===== src/addr_gen_pkg.sv =====
`default_nettype none
package addr_gen_pkg;

   localparam int ADDR_W = 16;
   localparam int BANK_COUNT = 4;

   // Internal high-speed RAM window used by the stack
   localparam logic [15:0] STACK_RAM_LOW = 16'hFE20;
   localparam logic [15:0] STACK_RAM_HIGH = 16'hFEFF;

   // Values after reset
   localparam logic [15:0] ADDR_RESET = 16'h0000;
   localparam logic [15:0] STACK_POINTER_RESET = 16'hFEFF;

   typedef enum logic [3:0] {
      MODE_IDLE = 4'h1,
      MODE_BASED = 4'h2,
      MODE_BASED_INDEXED = 4'h4,
      MODE_STACK = 4'h8
   } addr_mode_e;

   // Request from the instruction decoder
   typedef struct packed {
      logic       valid;
      logic       based;
      logic       based_indexed;
      logic       index_sel_c;
      logic       stack_op;
      logic       interrupt_save;
      logic [7:0] offset;
   } addr_req_s;

   // Contents of one register bank seen by the generator
   typedef struct packed {
      logic [15:0] base_pair;
      logic [7:0]  index_b;
      logic [7:0]  index_c;
   } bank_regs_s;

   typedef bank_regs_s [BANK_COUNT-1:0] bank_array_t;

   // Answer to the memory bus
   typedef struct packed {
      logic        valid;
      logic [15:0] addr;
      logic        stack_access;
      logic        stack_range_err;
   } addr_rsp_s;

   function automatic logic [15:0] zext8(input logic [7:0] v);
      zext8 = {8'h00, v};
   endfunction

   function automatic logic [15:0] add16(input logic [15:0] a, input logic [15:0] b);
      logic [16:0] s;
      s = {1'b0, a} + {1'b0, b};
      add16 = s[15:0];
   endfunction

endpackage

`default_nettype wire


===== src/bank_select.sv =====
`timescale 1ns/1ps
`default_nettype none

module bank_select (
   // Bank select flags
   input  wire logic                      bank_select_low_in,
   input  wire logic                      bank_select_high_in,
   // All banks
   input  wire addr_gen_pkg::bank_array_t banks_in,
   // Registers of the chosen bank
   output logic [15:0]                    base_pair_out,
   output logic [7:0]                     index_b_out,
   output logic [7:0]                     index_c_out
);
   import addr_gen_pkg::*;

   logic [1:0] bank_idx;

   always_comb begin
      bank_idx      = {bank_select_high_in, bank_select_low_in};
      base_pair_out = banks_in[bank_idx].base_pair;
      index_b_out   = banks_in[bank_idx].index_b;
      index_c_out   = banks_in[bank_idx].index_c;
   end

endmodule

`default_nettype wire


===== src/operand_address_generator.sv =====
`timescale 1ns/1ps
`default_nettype none

module operand_address_generator (
   // Clock and reset
   input  wire logic                       MCLK_IN,
   input  wire logic                       RESETN_IN,
   // Bank selection and register file view
   input  wire logic                       BANK_SELECT_LOW_IN,
   input  wire logic                       BANK_SELECT_HIGH_IN,
   input  wire addr_gen_pkg::bank_array_t  BANKS_IN,
   input  wire logic [15:0]                STACK_POINTER_IN,
   // Decoder request
   input  wire addr_gen_pkg::addr_req_s    REQ_IN,
   // Memory bus address
   output addr_gen_pkg::addr_rsp_s         RSP_OUT,
   output addr_gen_pkg::addr_mode_e        MODE_OUT
);
   import addr_gen_pkg::*;

   // Register file view of the selected bank
   logic [15:0] sel_base_pair;
   logic [7:0]  sel_index_b;
   logic [7:0]  sel_index_c;

   // Request fields
   logic        req_valid;
   logic        req_stack;
   logic        req_indexed;
   logic        req_based;
   logic        req_use_c;
   logic [7:0]  req_imm;

   // Decoded request
   addr_mode_e  req_mode;
   logic [7:0]  req_index;
   logic [15:0] req_offset;

   // Stack window compare
   logic        below_window;
   logic        above_window;
   logic        req_in_window;

   // Candidate addresses
   logic [15:0] based_sum;
   logic [15:0] indexed_sum;

   // Answer state, one group per field
   logic        valid_reg;
   logic        valid_next;
   logic [15:0] addr_reg;
   logic [15:0] addr_next;
   logic        stack_access_reg;
   logic        stack_access_next;
   logic        range_err_reg;
   logic        range_err_next;
   addr_mode_e  mode_reg;
   addr_mode_e  mode_next;

   // Stack forms win: a push decoded alongside a based form is still a push
   function automatic addr_mode_e decode_mode(input logic valid,
                                              input logic stack,
                                              input logic indexed,
                                              input logic based);
      decode_mode = MODE_IDLE;
      if (valid) begin
         if (stack) begin
            decode_mode = MODE_STACK;
         end else if (indexed) begin
            decode_mode = MODE_BASED_INDEXED;
         end else if (based) begin
            decode_mode = MODE_BASED;
         end
      end
   endfunction

   // Pick between the two index registers named by the instruction
   function automatic logic [7:0] pick_index(input logic       use_c,
                                              input logic [7:0] idx_b,
                                              input logic [7:0] idx_c);
      pick_index = use_c ? idx_c : idx_b;
   endfunction

   bank_select i_bank_select (
      .bank_select_low_in  (BANK_SELECT_LOW_IN),
      .bank_select_high_in (BANK_SELECT_HIGH_IN),
      .banks_in            (BANKS_IN),
      .base_pair_out       (sel_base_pair),
      .index_b_out         (sel_index_b),
      .index_c_out         (sel_index_c)
   );

   // Interrupt saves share the stack path with push, pop, call and return
   always_comb begin
      req_valid   = REQ_IN.valid;
      req_stack   = REQ_IN.stack_op || REQ_IN.interrupt_save;
      req_indexed = REQ_IN.based_indexed;
      req_based   = REQ_IN.based;
      req_use_c   = REQ_IN.index_sel_c;
      req_imm     = REQ_IN.offset;
   end

   // Request decode
   always_comb begin
      req_mode   = decode_mode(req_valid, req_stack, req_indexed, req_based);
      req_index  = pick_index(req_use_c, sel_index_b, sel_index_c);
      req_offset = zext8(req_imm);
   end

   // Stack window, both ends inclusive
   always_comb begin
      below_window  = STACK_POINTER_IN < STACK_RAM_LOW;
      above_window  = STACK_POINTER_IN > STACK_RAM_HIGH;
      req_in_window = !below_window && !above_window;
   end

   // Based path: unsigned offset, carry out of bit 15 dropped
   always_comb begin
      based_sum = add16(sel_base_pair, req_offset);
   end

   // Based indexed path: unsigned index, same wrap, no range limit
   always_comb begin
      indexed_sum = add16(sel_base_pair, zext8(req_index));
   end

   // Answer strobe: one cycle per accepted request
   always_comb begin
      valid_next = (req_mode != MODE_IDLE);
   end

   always_ff @(posedge MCLK_IN) begin
      if (!RESETN_IN) begin
         valid_reg <= 1'b0;
      end else begin
         valid_reg <= valid_next;
      end
   end

   // Effective address; idle cycles show zero, so a stale address never lingers
   always_comb begin
      case (req_mode)
         MODE_STACK: begin
            addr_next = STACK_POINTER_IN;
         end
         MODE_BASED_INDEXED: begin
            addr_next = indexed_sum;
         end
         MODE_BASED: begin
            addr_next = based_sum;
         end
         default: begin
            addr_next = ADDR_RESET;
         end
      endcase
   end

   always_ff @(posedge MCLK_IN) begin
      if (!RESETN_IN) begin
         addr_reg <= ADDR_RESET;
      end else begin
         addr_reg <= addr_next;
      end
   end

   // Out-of-window stack is flagged, not redirected: the core decides what to do
   always_comb begin
      stack_access_next = 1'b0;
      range_err_next    = 1'b0;
      if (req_mode == MODE_STACK) begin
         stack_access_next = 1'b1;
         range_err_next    = !req_in_window;
      end
   end

   always_ff @(posedge MCLK_IN) begin
      if (!RESETN_IN) begin
         stack_access_reg <= 1'b0;
         range_err_reg    <= 1'b0;
      end else begin
         stack_access_reg <= stack_access_next;
         range_err_reg    <= range_err_next;
      end
   end

   // Mode report
   always_comb begin
      mode_next = req_mode;
   end

   always_ff @(posedge MCLK_IN) begin
      if (!RESETN_IN) begin
         mode_reg <= MODE_IDLE;
      end else begin
         mode_reg <= mode_next;
      end
   end

   // Outputs come straight from the registers above
   always_comb begin
      RSP_OUT.valid           = valid_reg;
      RSP_OUT.addr            = addr_reg;
      RSP_OUT.stack_access    = stack_access_reg;
      RSP_OUT.stack_range_err = range_err_reg;
      MODE_OUT                = mode_reg;
   end

endmodule

`default_nettype wire


===== config.mk =====
export PLATFORM = sky130hd
export DESIGN_NAME = operand_address_generator
export DESIGN_NICKNAME = d
export VERILOG_FILES = /design/src/addr_gen_pkg.sv /design/src/bank_select.sv /design/src/operand_address_generator.sv
export SDC_FILE = /design/constraint.sdc
export NUM_CORES = 1
export LEC_CHECK = 0
export BUFFER_PORTS_ARGS = -buffer_cell sky130_fd_sc_hd__buf_2
export CAP_MARGIN = 20
export CORE_UTILIZATION = 28
export DETAILED_ROUTE_END_ITERATION = 8
export PLACE_DENSITY_LB_ADDON = 0.2
export RECOVER_POWER = 25
export SYNTH_ARGS = -nofsm -noshare
export SYNTH_HDL_FRONTEND = slang
export SYNTH_SLANG_ARGS = --single-unit

===== constraint.sdc =====
create_clock -name MCLK_IN -period 2.7 [get_ports MCLK_IN]
set_input_delay 0.27 -clock MCLK_IN [delete_from_list [all_inputs] [get_ports MCLK_IN]]
set_output_delay 0.27 -clock MCLK_IN [all_outputs]
set_load 0.005 [all_outputs]

# Word level (Yosys, flattened, before mapping)
# Index checks and enable logic that the tools add are counted.
# W data, S select, Z words.
# totals
reg_bits,23
output_inout_bits,23
wordCells,29
inputBits,162
# op_classes
n_mux,9
order_cmp,3
n_addsub,2
n_eq_ne,4
n_reduce_logical,6
# op_table
operator,n
$bmux W32 S2,1
$pmux W16 S3,1
$add A16 B8 Y16,2
$mux W32,1
$gt A16 B16 Y1 const B,1
$lt A16 B16 Y1 const B,1
$mux W4,2
$mux W8,1
$eq A4 B2 Y1 const B,1
$eq A4 B3 Y1 const B,1
$eq A4 B4 Y1 const B,1
$ne A4 B1 Y1 const B,1
$logic_not A1 Y1,3
$lt A2 B3 Y1 const B,1
$mux W3,1
$mux W2,1
$reduce_and A2 Y1,1
$logic_and A1 B1 Y1,1
$logic_or A1 B1 Y1,1
$mux W1,1

# Depth between registers and ports, before layout
# Gate-level depths: netlist of run 1.
# depth
depth_word,6
ltp_mapped,15
mapped_depth_nobuf,14

# Modules after synthesis
# From an unflattened synthesis of run 1, not the netlist that was laid out.
# hier_totals
hier_cells,188
area_unflattened_um2,2157.1
# modules_own_cells
mod,instances,cells_per_inst,area_each_um2,seq_area_each_um2
operand_address_generator,1,149,1342.5,460.4
bank_select,1,39,814.5,0.0

# Worst setup path after synthesis of run 1
# Ideal clock, no wire load.
# synth_timing
path_kind,in2reg
from,input BANK_SELECT_LOW_IN
to,register addr_reg[14]
cell_stages,15
slack_ns,-0.108
t_required_ns,2.571
arrival_time_ns,2.679
cell_sequence,buf_6 buf_12 buf_4 mux4_2 mux2i_1 o21ai_0 ha_1 inv_1 fa_1 nor2b_1 o31a_1 o211ai_2 nor2_1 xnor2_1 o21ai_0
# synth_via
elab_chain_cells,5
elab_cells_between_ends,6
# synth_rtl
element,line,source
from (decl),operand_address_generator.sv:9,"input wire logic BANK_SELECT_LOW_IN,"
$bmux W32 S2 (*),"bank_select.sv:21, bank_select.sv:22, bank_select.sv:23",
$mux W32 (implied by the code) (*),bank_select.sv:23,index_c_out = banks_in[bank_idx].index_c;
$mux W8,operand_address_generator.sv:81,pick_index = use_c ? idx_c : idx_b;
$add A16 B8 Y16,addr_gen_pkg.sv:56,"s = {1'b0, a} + {1'b0, b};"
$pmux W16 S3 (*),operand_address_generator.sv:142,case (req_mode)
to (signal assigned),operand_address_generator.sv:162,addr_reg <= addr_next;
to (decl),operand_address_generator.sv:51,logic [15:0] addr_reg;
# Mark *: on every way between the ends. The rest lies on a longest branch, timed or not. The select of a mux whose other input is x is not followed.
# A chain may end at the register's enable or synchronous reset.

# Final worst setup path of run 1
# layout_timing
from,input BANK_SELECT_LOW_IN
to,register addr_reg[8]
# Same word-level chain as after synthesis.

==> results_dict.tcl, run 1 <==
set metrics [dict create \
    outcome "finished clean" \
    synthCells 211 \
    holdPathEnd "addr_reg[0]" \
    antenna_cells 0 \
    routedWlPerCell_microns 14.3 \
    cts_root_buf "clkbuf_8" \
    via_count 2455 \
    yosysWarningCount 0 \
    met2_wirelength_mm 3.74 \
    grt_pass1_wl_mm 11.2 \
    largest_reg_flops 16 \
    synth_top_cell_area_share_pct 24.7 \
    required_ns 2.83 \
    grt_antenna_before_repair 0 \
    startpoint_type "input port" \
    dr.pass1.iters 4 \
    synthTopCellsByArea "mux4_2 25%, dfxtp_1 21%, mux4_1 9.6%" \
    slew_violations 0 \
    place.gp.congestion 0.767 \
    drt-initial-drc-count 81 \
    via_per_inst 4.78 \
    setup_viol 0 \
    drive_gt1_share_pct 60.0 \
    die_area_sq_um 8190 \
    portBuffers 184 \
    chipWidth_microns 90.5 \
    ys_ff_latch 23 \
    worstSetupPathType "input port to register" \
    rsz0062_at_grt "yes" \
    cts.sinks 23 \
    start_util_pct 29.6 \
    slew_headroom_pct 68.4 \
    wl_met1_mm 3.14 \
    max_freq_mhz 391 \
    dr_wl_met3_microns 397 \
    tns_ns 0 \
    syn_area_sq_um 2190 \
    ir_drop_mv 0.157 \
    max_slew.worst_pin.slew_ns 0.473 \
    min_period_over_period_pct 94.6 \
    top_layer "met4" \
    syn_avg_cell_area_sq_um 10.4 \
    ant_nets 0 \
    wl_mm 7.34 \
    synth_enable_flop_cells 0 \
    core.rowCount 31 \
    endpoint_kind "register" \
    crit_arrival_ns 2.68 \
    io_pins 185 \
    hold_start "STACK_POINTER_IN[0]" \
    ys_seq_area_share_pct 21.0 \
    syn-num-nets 382 \
    synthFlopType "dfxtp_1" \
    area_growth_pct 59.1 \
    hold_viol_final 0 \
    clk_pin_slew_ns 0.07 \
    num-nets-final 587 \
    grt_max_degree 19 \
    synth_top_cell_by_area "mux4_2" \
    htreeDepth 1 \
    utilization_pct 47.1 \
    drc 0 \
    cts_buffers 3 \
    cts_buffer_depth 2 \
    min_path_type "input port to register" \
    cts_hold_buf 0 \
    die_h_microns 90.5 \
    synth_cell_types 37 \
    coreArea_sq_um 7410 \
    power_density_nw_per_um2 343 \
    grt_overflow_total 0 \
    async_flop_share_pct 0 \
    dp_hpwl_mm 6.50 \
    max-cap-violations 0 \
    critPathMaxFanout 8 \
    holdPathStages 3 \
    finalCriticalPeriod_ns 2.56 \
    grt_usage_pct 16.8 \
    grt_pass1_vias 2376 \
    tritoncts "built" \
    leakagePower_nw 1.74 \
]
==> how the worst max path moves through the flow <==
stage	start	cells past startpoint	slack, ns	end
final	BANK_SELECT_LOW_IN	12	0.14	addr_reg[8]
after global routing	BANK_SELECT_LOW_IN	14	-0.02	addr_reg[12]
after CTS	BANK_SELECT_LOW_IN	12	0.04	addr_reg[15]
after detailed placement	BANK_SELECT_LOW_IN	12	-0.22	addr_reg[15]
after global placement	BANK_SELECT_LOW_IN	12	-0.23	addr_reg[15]
after floorplan	BANK_SELECT_LOW_IN	15	0.0001	addr_reg[14]
==> cell usage in the layout, fill, tap and decap left out, types with 7 or more instances in the layout <==
master   Yosys  final
ha_1         8      7
buf_2        3    181
buf_4        5     26
nand2_1     30     30
o21ai_0     28     22
nor2_1      12     12
dfxtp_1     23     23
mux4_2      24     26
mux2i_1      8      8
xor2_1       8      8
==> timing repair <==
action / in CTS / in global routing
endpoints found under the setup margin: 0 / 10
gates resized for setup: 0 / 20
buffers inserted: 0 / 4
==> stage by stage <==
step | instances | worst slack [ns] | instance area [sq um] | power [W] | hold WS, ns
after detailed placement | 504 | -0.225 | 3350 | 0.000964 | 0.473
after floorplan | 211 | 0.000111 | 2210 | 0.000710 | 0.379
after global placement | 504 | -0.230 | 3350 | 0.000960 | 0.479
after CTS | 508 | 0.0390 | 3390 | 0.00117 | 0.204
after global routing | 514 | -0.0201 | 3490 | 0.00128 | 0.211
final | 514 | 0.145 | 3490 | 0.00120 | 0.205
==> synthesized netlist by cell type, types with 2 or more instances <==
library cell  count
a211oi_1          2
buf_2             3
o21a_1            2
buf_4             5
mux4_2           24
nand2_1          30
ha_1              8
a21oi_1           5
nand4_1           2
dfxtp_1          23
nand4b_1          2
o31a_1            2
a21o_1            5
and2_1            2
mux4_1            8
clkbuf_1          4
nand3_1           2
o21ai_0          28
xnor2_1           5
xor2_1            8
inv_1             7
nor2_1           12
mux2i_1           8
==> cells by family (layout without fill, tap and decap cells) <==
| group | Yosys count | count (layout) | share of synthesized area (%) |
|---|---|---|---|
| DFF | 23 | 23 | 21.0 |
| adders and majority gates | 9 | 9 | 5.48 |
| AOI/OAI and AO/OA | 48 | 48 | 13.0 |
| xor gates and xnor gates | 13 | 13 | 5.19 |
| buffers and inverters | 22 | 226 | 5.88 |
| muxes | 40 | 40 | 37.9 |
| and+or+nand+nor | 56 | 56 | 11.6 |
==> layer usage <==
metal  GRT usage [%]  vias to the layer above
met3            1.26                        6
li1                -                     1213
met1            21.7                     1120
met5               0                        -
met4            3.23                        0
met2            30.4                      116
==> power breakdown <==
part           internal, W  total [W]  leakage (nW)  switching (W)
Combinational     0.000361   0.000635          1.53       0.000274
Sequential        0.000358   0.000362         0.189     0.00000427
Clock             0.000105   0.000201        0.0228      0.0000962
Total             0.000823    0.00120          1.74       0.000375
==> area by class of cell <==
cell class	count	area [sq um]
fill	738	3920
tap	99	124
multi-input combinational	166	1620
clock buffer	4	45.0
sequential	23	460
timing repair buffer	215	1210
inverter	7	26.3
==> critical path, cell delays in order <==
cell,delay (ns)
buf_8,0.09
buf_12,0.13
mux4_2,0.51
mux2i_1,0.17
o21ai_1,0.11
ha_1,0.33
nor2b_4,0.15
o31a_1,0.32
buf_4,0.15
o21ai_0,0.20
xor2_1,0.17
o21ai_0,0.08
Note: power is estimated with default switching activity, not from simulation.
==> run 2, diff against run 1 <==
SYNTH_HIERARCHICAL = 1   (was unset)
==> results_dict.tcl, run 2 <==
set metrics [dict create \
    grt_max_degree 18 \
    power_density_nw_per_um2 354 \
    cp_slowest_cell "mux4_2" \
    io_pins 185 \
    coreArea_sq_um 7330 \
    synth_fa_ha_area_share_pct 6.15 \
    portBuffers 184 \
    final_cell_mix "180 x buf_2, 30 x mux4_2, 27 x buf_4, 23 x dfxtp_1, 17 x nor2_1" \
    slew_headroom_pct 68.6 \
    max_freq_mhz 386 \
    synth_top_cell_by_area "mux4_2" \
    synth-compound-area-share_pct 13.3 \
    chipWidth_microns 89.8 \
    endpoint_kind "register" \
    drive_gt1_share_pct 65.3 \
    dr.pass1.iters 4 \
    max-cap-violations 0 \
    max_slew.worst_pin.slew_ns 0.469 \
    grt_pass1_wl_mm 10.9 \
    grt_antenna_before_repair 0 \
    ys_ff_latch 23 \
    place_area_sq_um 3320 \
    slew_violations 0 \
    ir_drop_mv 0.165 \
    ff_latch_area_sq_um 460 \
    final_area_sq_um 3420 \
    hold_viol_final 0 \
    synth_cell_types 35 \
    startpoint_type "input port" \
    core.rowCount 31 \
    layout_commonest_cell "buf_2" \
    synthCells 188 \
    synth_top_family_by_area "multiplexers" \
    die_area_sq_um 8060 \
    syn-num-nets 360 \
    setup_viol 0 \
    leakagePower_nw 1.70 \
    cts_hold_buf 0 \
    crit_arrival_ns 2.75 \
    critPathMaxFanout 5 \
    max_stage_delay_ns 0.47 \
    grt_pass1_vias 2316 \
    synth_enable_flop_cells 0 \
    tritoncts "built" \
    outcome "finished clean" \
    antenna_cells 0 \
    tns_ns 0 \
    critPathLaunch "BANK_SELECT_LOW_IN" \
    whs_ns 0.212 \
    yosysWarningCount 6 \
    worstSetupPathType "input port to register" \
    setup_slack_ns 0.110 \
    num-nets-final 565 \
    multi_input_area_sq_um 1610 \
    synth-simple-area-share_pct 9.45 \
    syn_avg_cell_area_sq_um 11.5 \
    synthTopCellsByCount "30 x mux4_2, 23 x dfxtp_1, 19 x nor2_1, 16 x a21oi_1, 16 x a22o_1" \
    nFillCells 742 \
    dp_hpwl_mm 5.97 \
    utilization_pct 46.7 \
    cts_buffer_depth 2 \
    hold_start "STACK_POINTER_IN[0]" \
    cts.sinks 23 \
    area_growth_pct 58.6 \
    drc 0 \
    ant_nets 0 \
    place.gp.congestion 0.796 \
    start_util_pct 29.4 \
    grt_overflow_total 0 \
    cts_buffers 3 \
    required_ns 2.86 \
    synthFlopType "dfxtp_1" \
    largest_reg_flops 16 \
    crit_top_cell "buf_4" \
    drt-initial-drc-count 53 \
    htreeDepth 1 \
    ys_seq_area_share_pct 21.3 \
    clk_pin_slew_ns 0.08 \
    die_h_microns 89.8 \
    syn_area_sq_um 2160 \
    yosys.area_share.xor_xnor_pct 5.68 \
    grt_usage_pct 16.6 \
    via_per_inst 4.74 \
    wl_mm 6.73 \
    synthTopCellsByArea "mux4_2 31%, dfxtp_1 21%, a22o_1 6.5%" \
    via_count 2328 \
    min_path_type "input port to register" \
    routedWlPerCell_microns 13.7 \
    synth_top_cell_area_share_pct 31.3 \
    finalCriticalPeriod_ns 2.59 \
    path_cells "buf_4, buf_4, mux4_2, mux2i_1, a21oi_1, ha_2, fa_2, a21o_1, a221oi_4, o21ai_2, xor2_1, a22o_1" \
    place_ws_ns -0.283 \
    yosysMostFrequentCell "mux4_2" \
    async_flop_share_pct 0 \
    cts_root_buf "clkbuf_8" \
    synthMuxAreaShare_pct 37.5 \
    min_period_over_period_pct 95.9 \
]
run 2: changes by cell type in the layout (fill, tap and decap cells not counted), moves of 3 or more:
cell / previous run / this run
a21o_1: 5 / 2
mux4_2: 26 / 30
nor2_1: 12 / 17
xnor2_1: 5 / 8
a22o_1: 0 / 16
mux4_1: 6 / 2
nand2_1: 30 / 8
a21oi_1: 4 / 13
o21ai_1: 6 / 0
o21ai_0: 22 / 1
run 2: logic make-up after synthesis:
group,Yosys count
flip-flops,23
AND/OR/NAND/NOR,43
buffers and inverters,18
multiplexers,40
XOR/XNOR,14
AO/OA/AOI/OAI,40
adder cells (fa/ha/maj),10
run 2: per-stage QoR:
step	power [W]	instances
after floorplan	0.000723	188
after global placement	0.000978	484
after detailed placement	0.000984	485
after CTS	0.00120	489
after global routing	0.00131	491
final	0.00121	491
run 2: cell type report:
class                   count  area share [%]
clock buffers               3            1.21
clock inverters             1           0.146
inverters                   4           0.439
multi-input cells         147            46.9
flip-flops and latches     23            13.5
well taps                  99            3.62
repair buffers            214            34.2
run 2: final timing paths:
kind | end | depth (start not counted)
worst max-delay path | addr_reg[8] | 12
worst min-delay path | addr_reg[0] | 2
run 2: power by group:
group,switching [W],internal [W]
sequential,0.00000510,0.000359
clock,0.000107,0.000103
combinational,0.000265,0.000371
run 2: repair_timing:
item                                    4_1_cts  5_1_grt
endpoints found under the setup margin        1       10
pin swaps                                     0        8
setup buffers                                 0        2
gates resized for setup                       1       11
run 2: critical path: cells and delay by family:
kind | cells | cell delay, ns
multiplexers | 2 | 0.61
adder cells (fa/ha/maj) | 2 | 0.53
AO/OA/AOI/OAI | 5 | 0.92
buffers and inverters | 2 | 0.26
XOR/XNOR | 1 | 0.16
run 2: routing by layer:
metal / wire (microns) / up-vias / global-route usage, %
met5: 0 / - / 0
met4: 133 / 0 / 5.87
met1: 2840 / 1052 / 21.0
met2: 3270 / 117 / 28.5
met3: 484 / 11 / 2.45
li1: - / 1148 / -
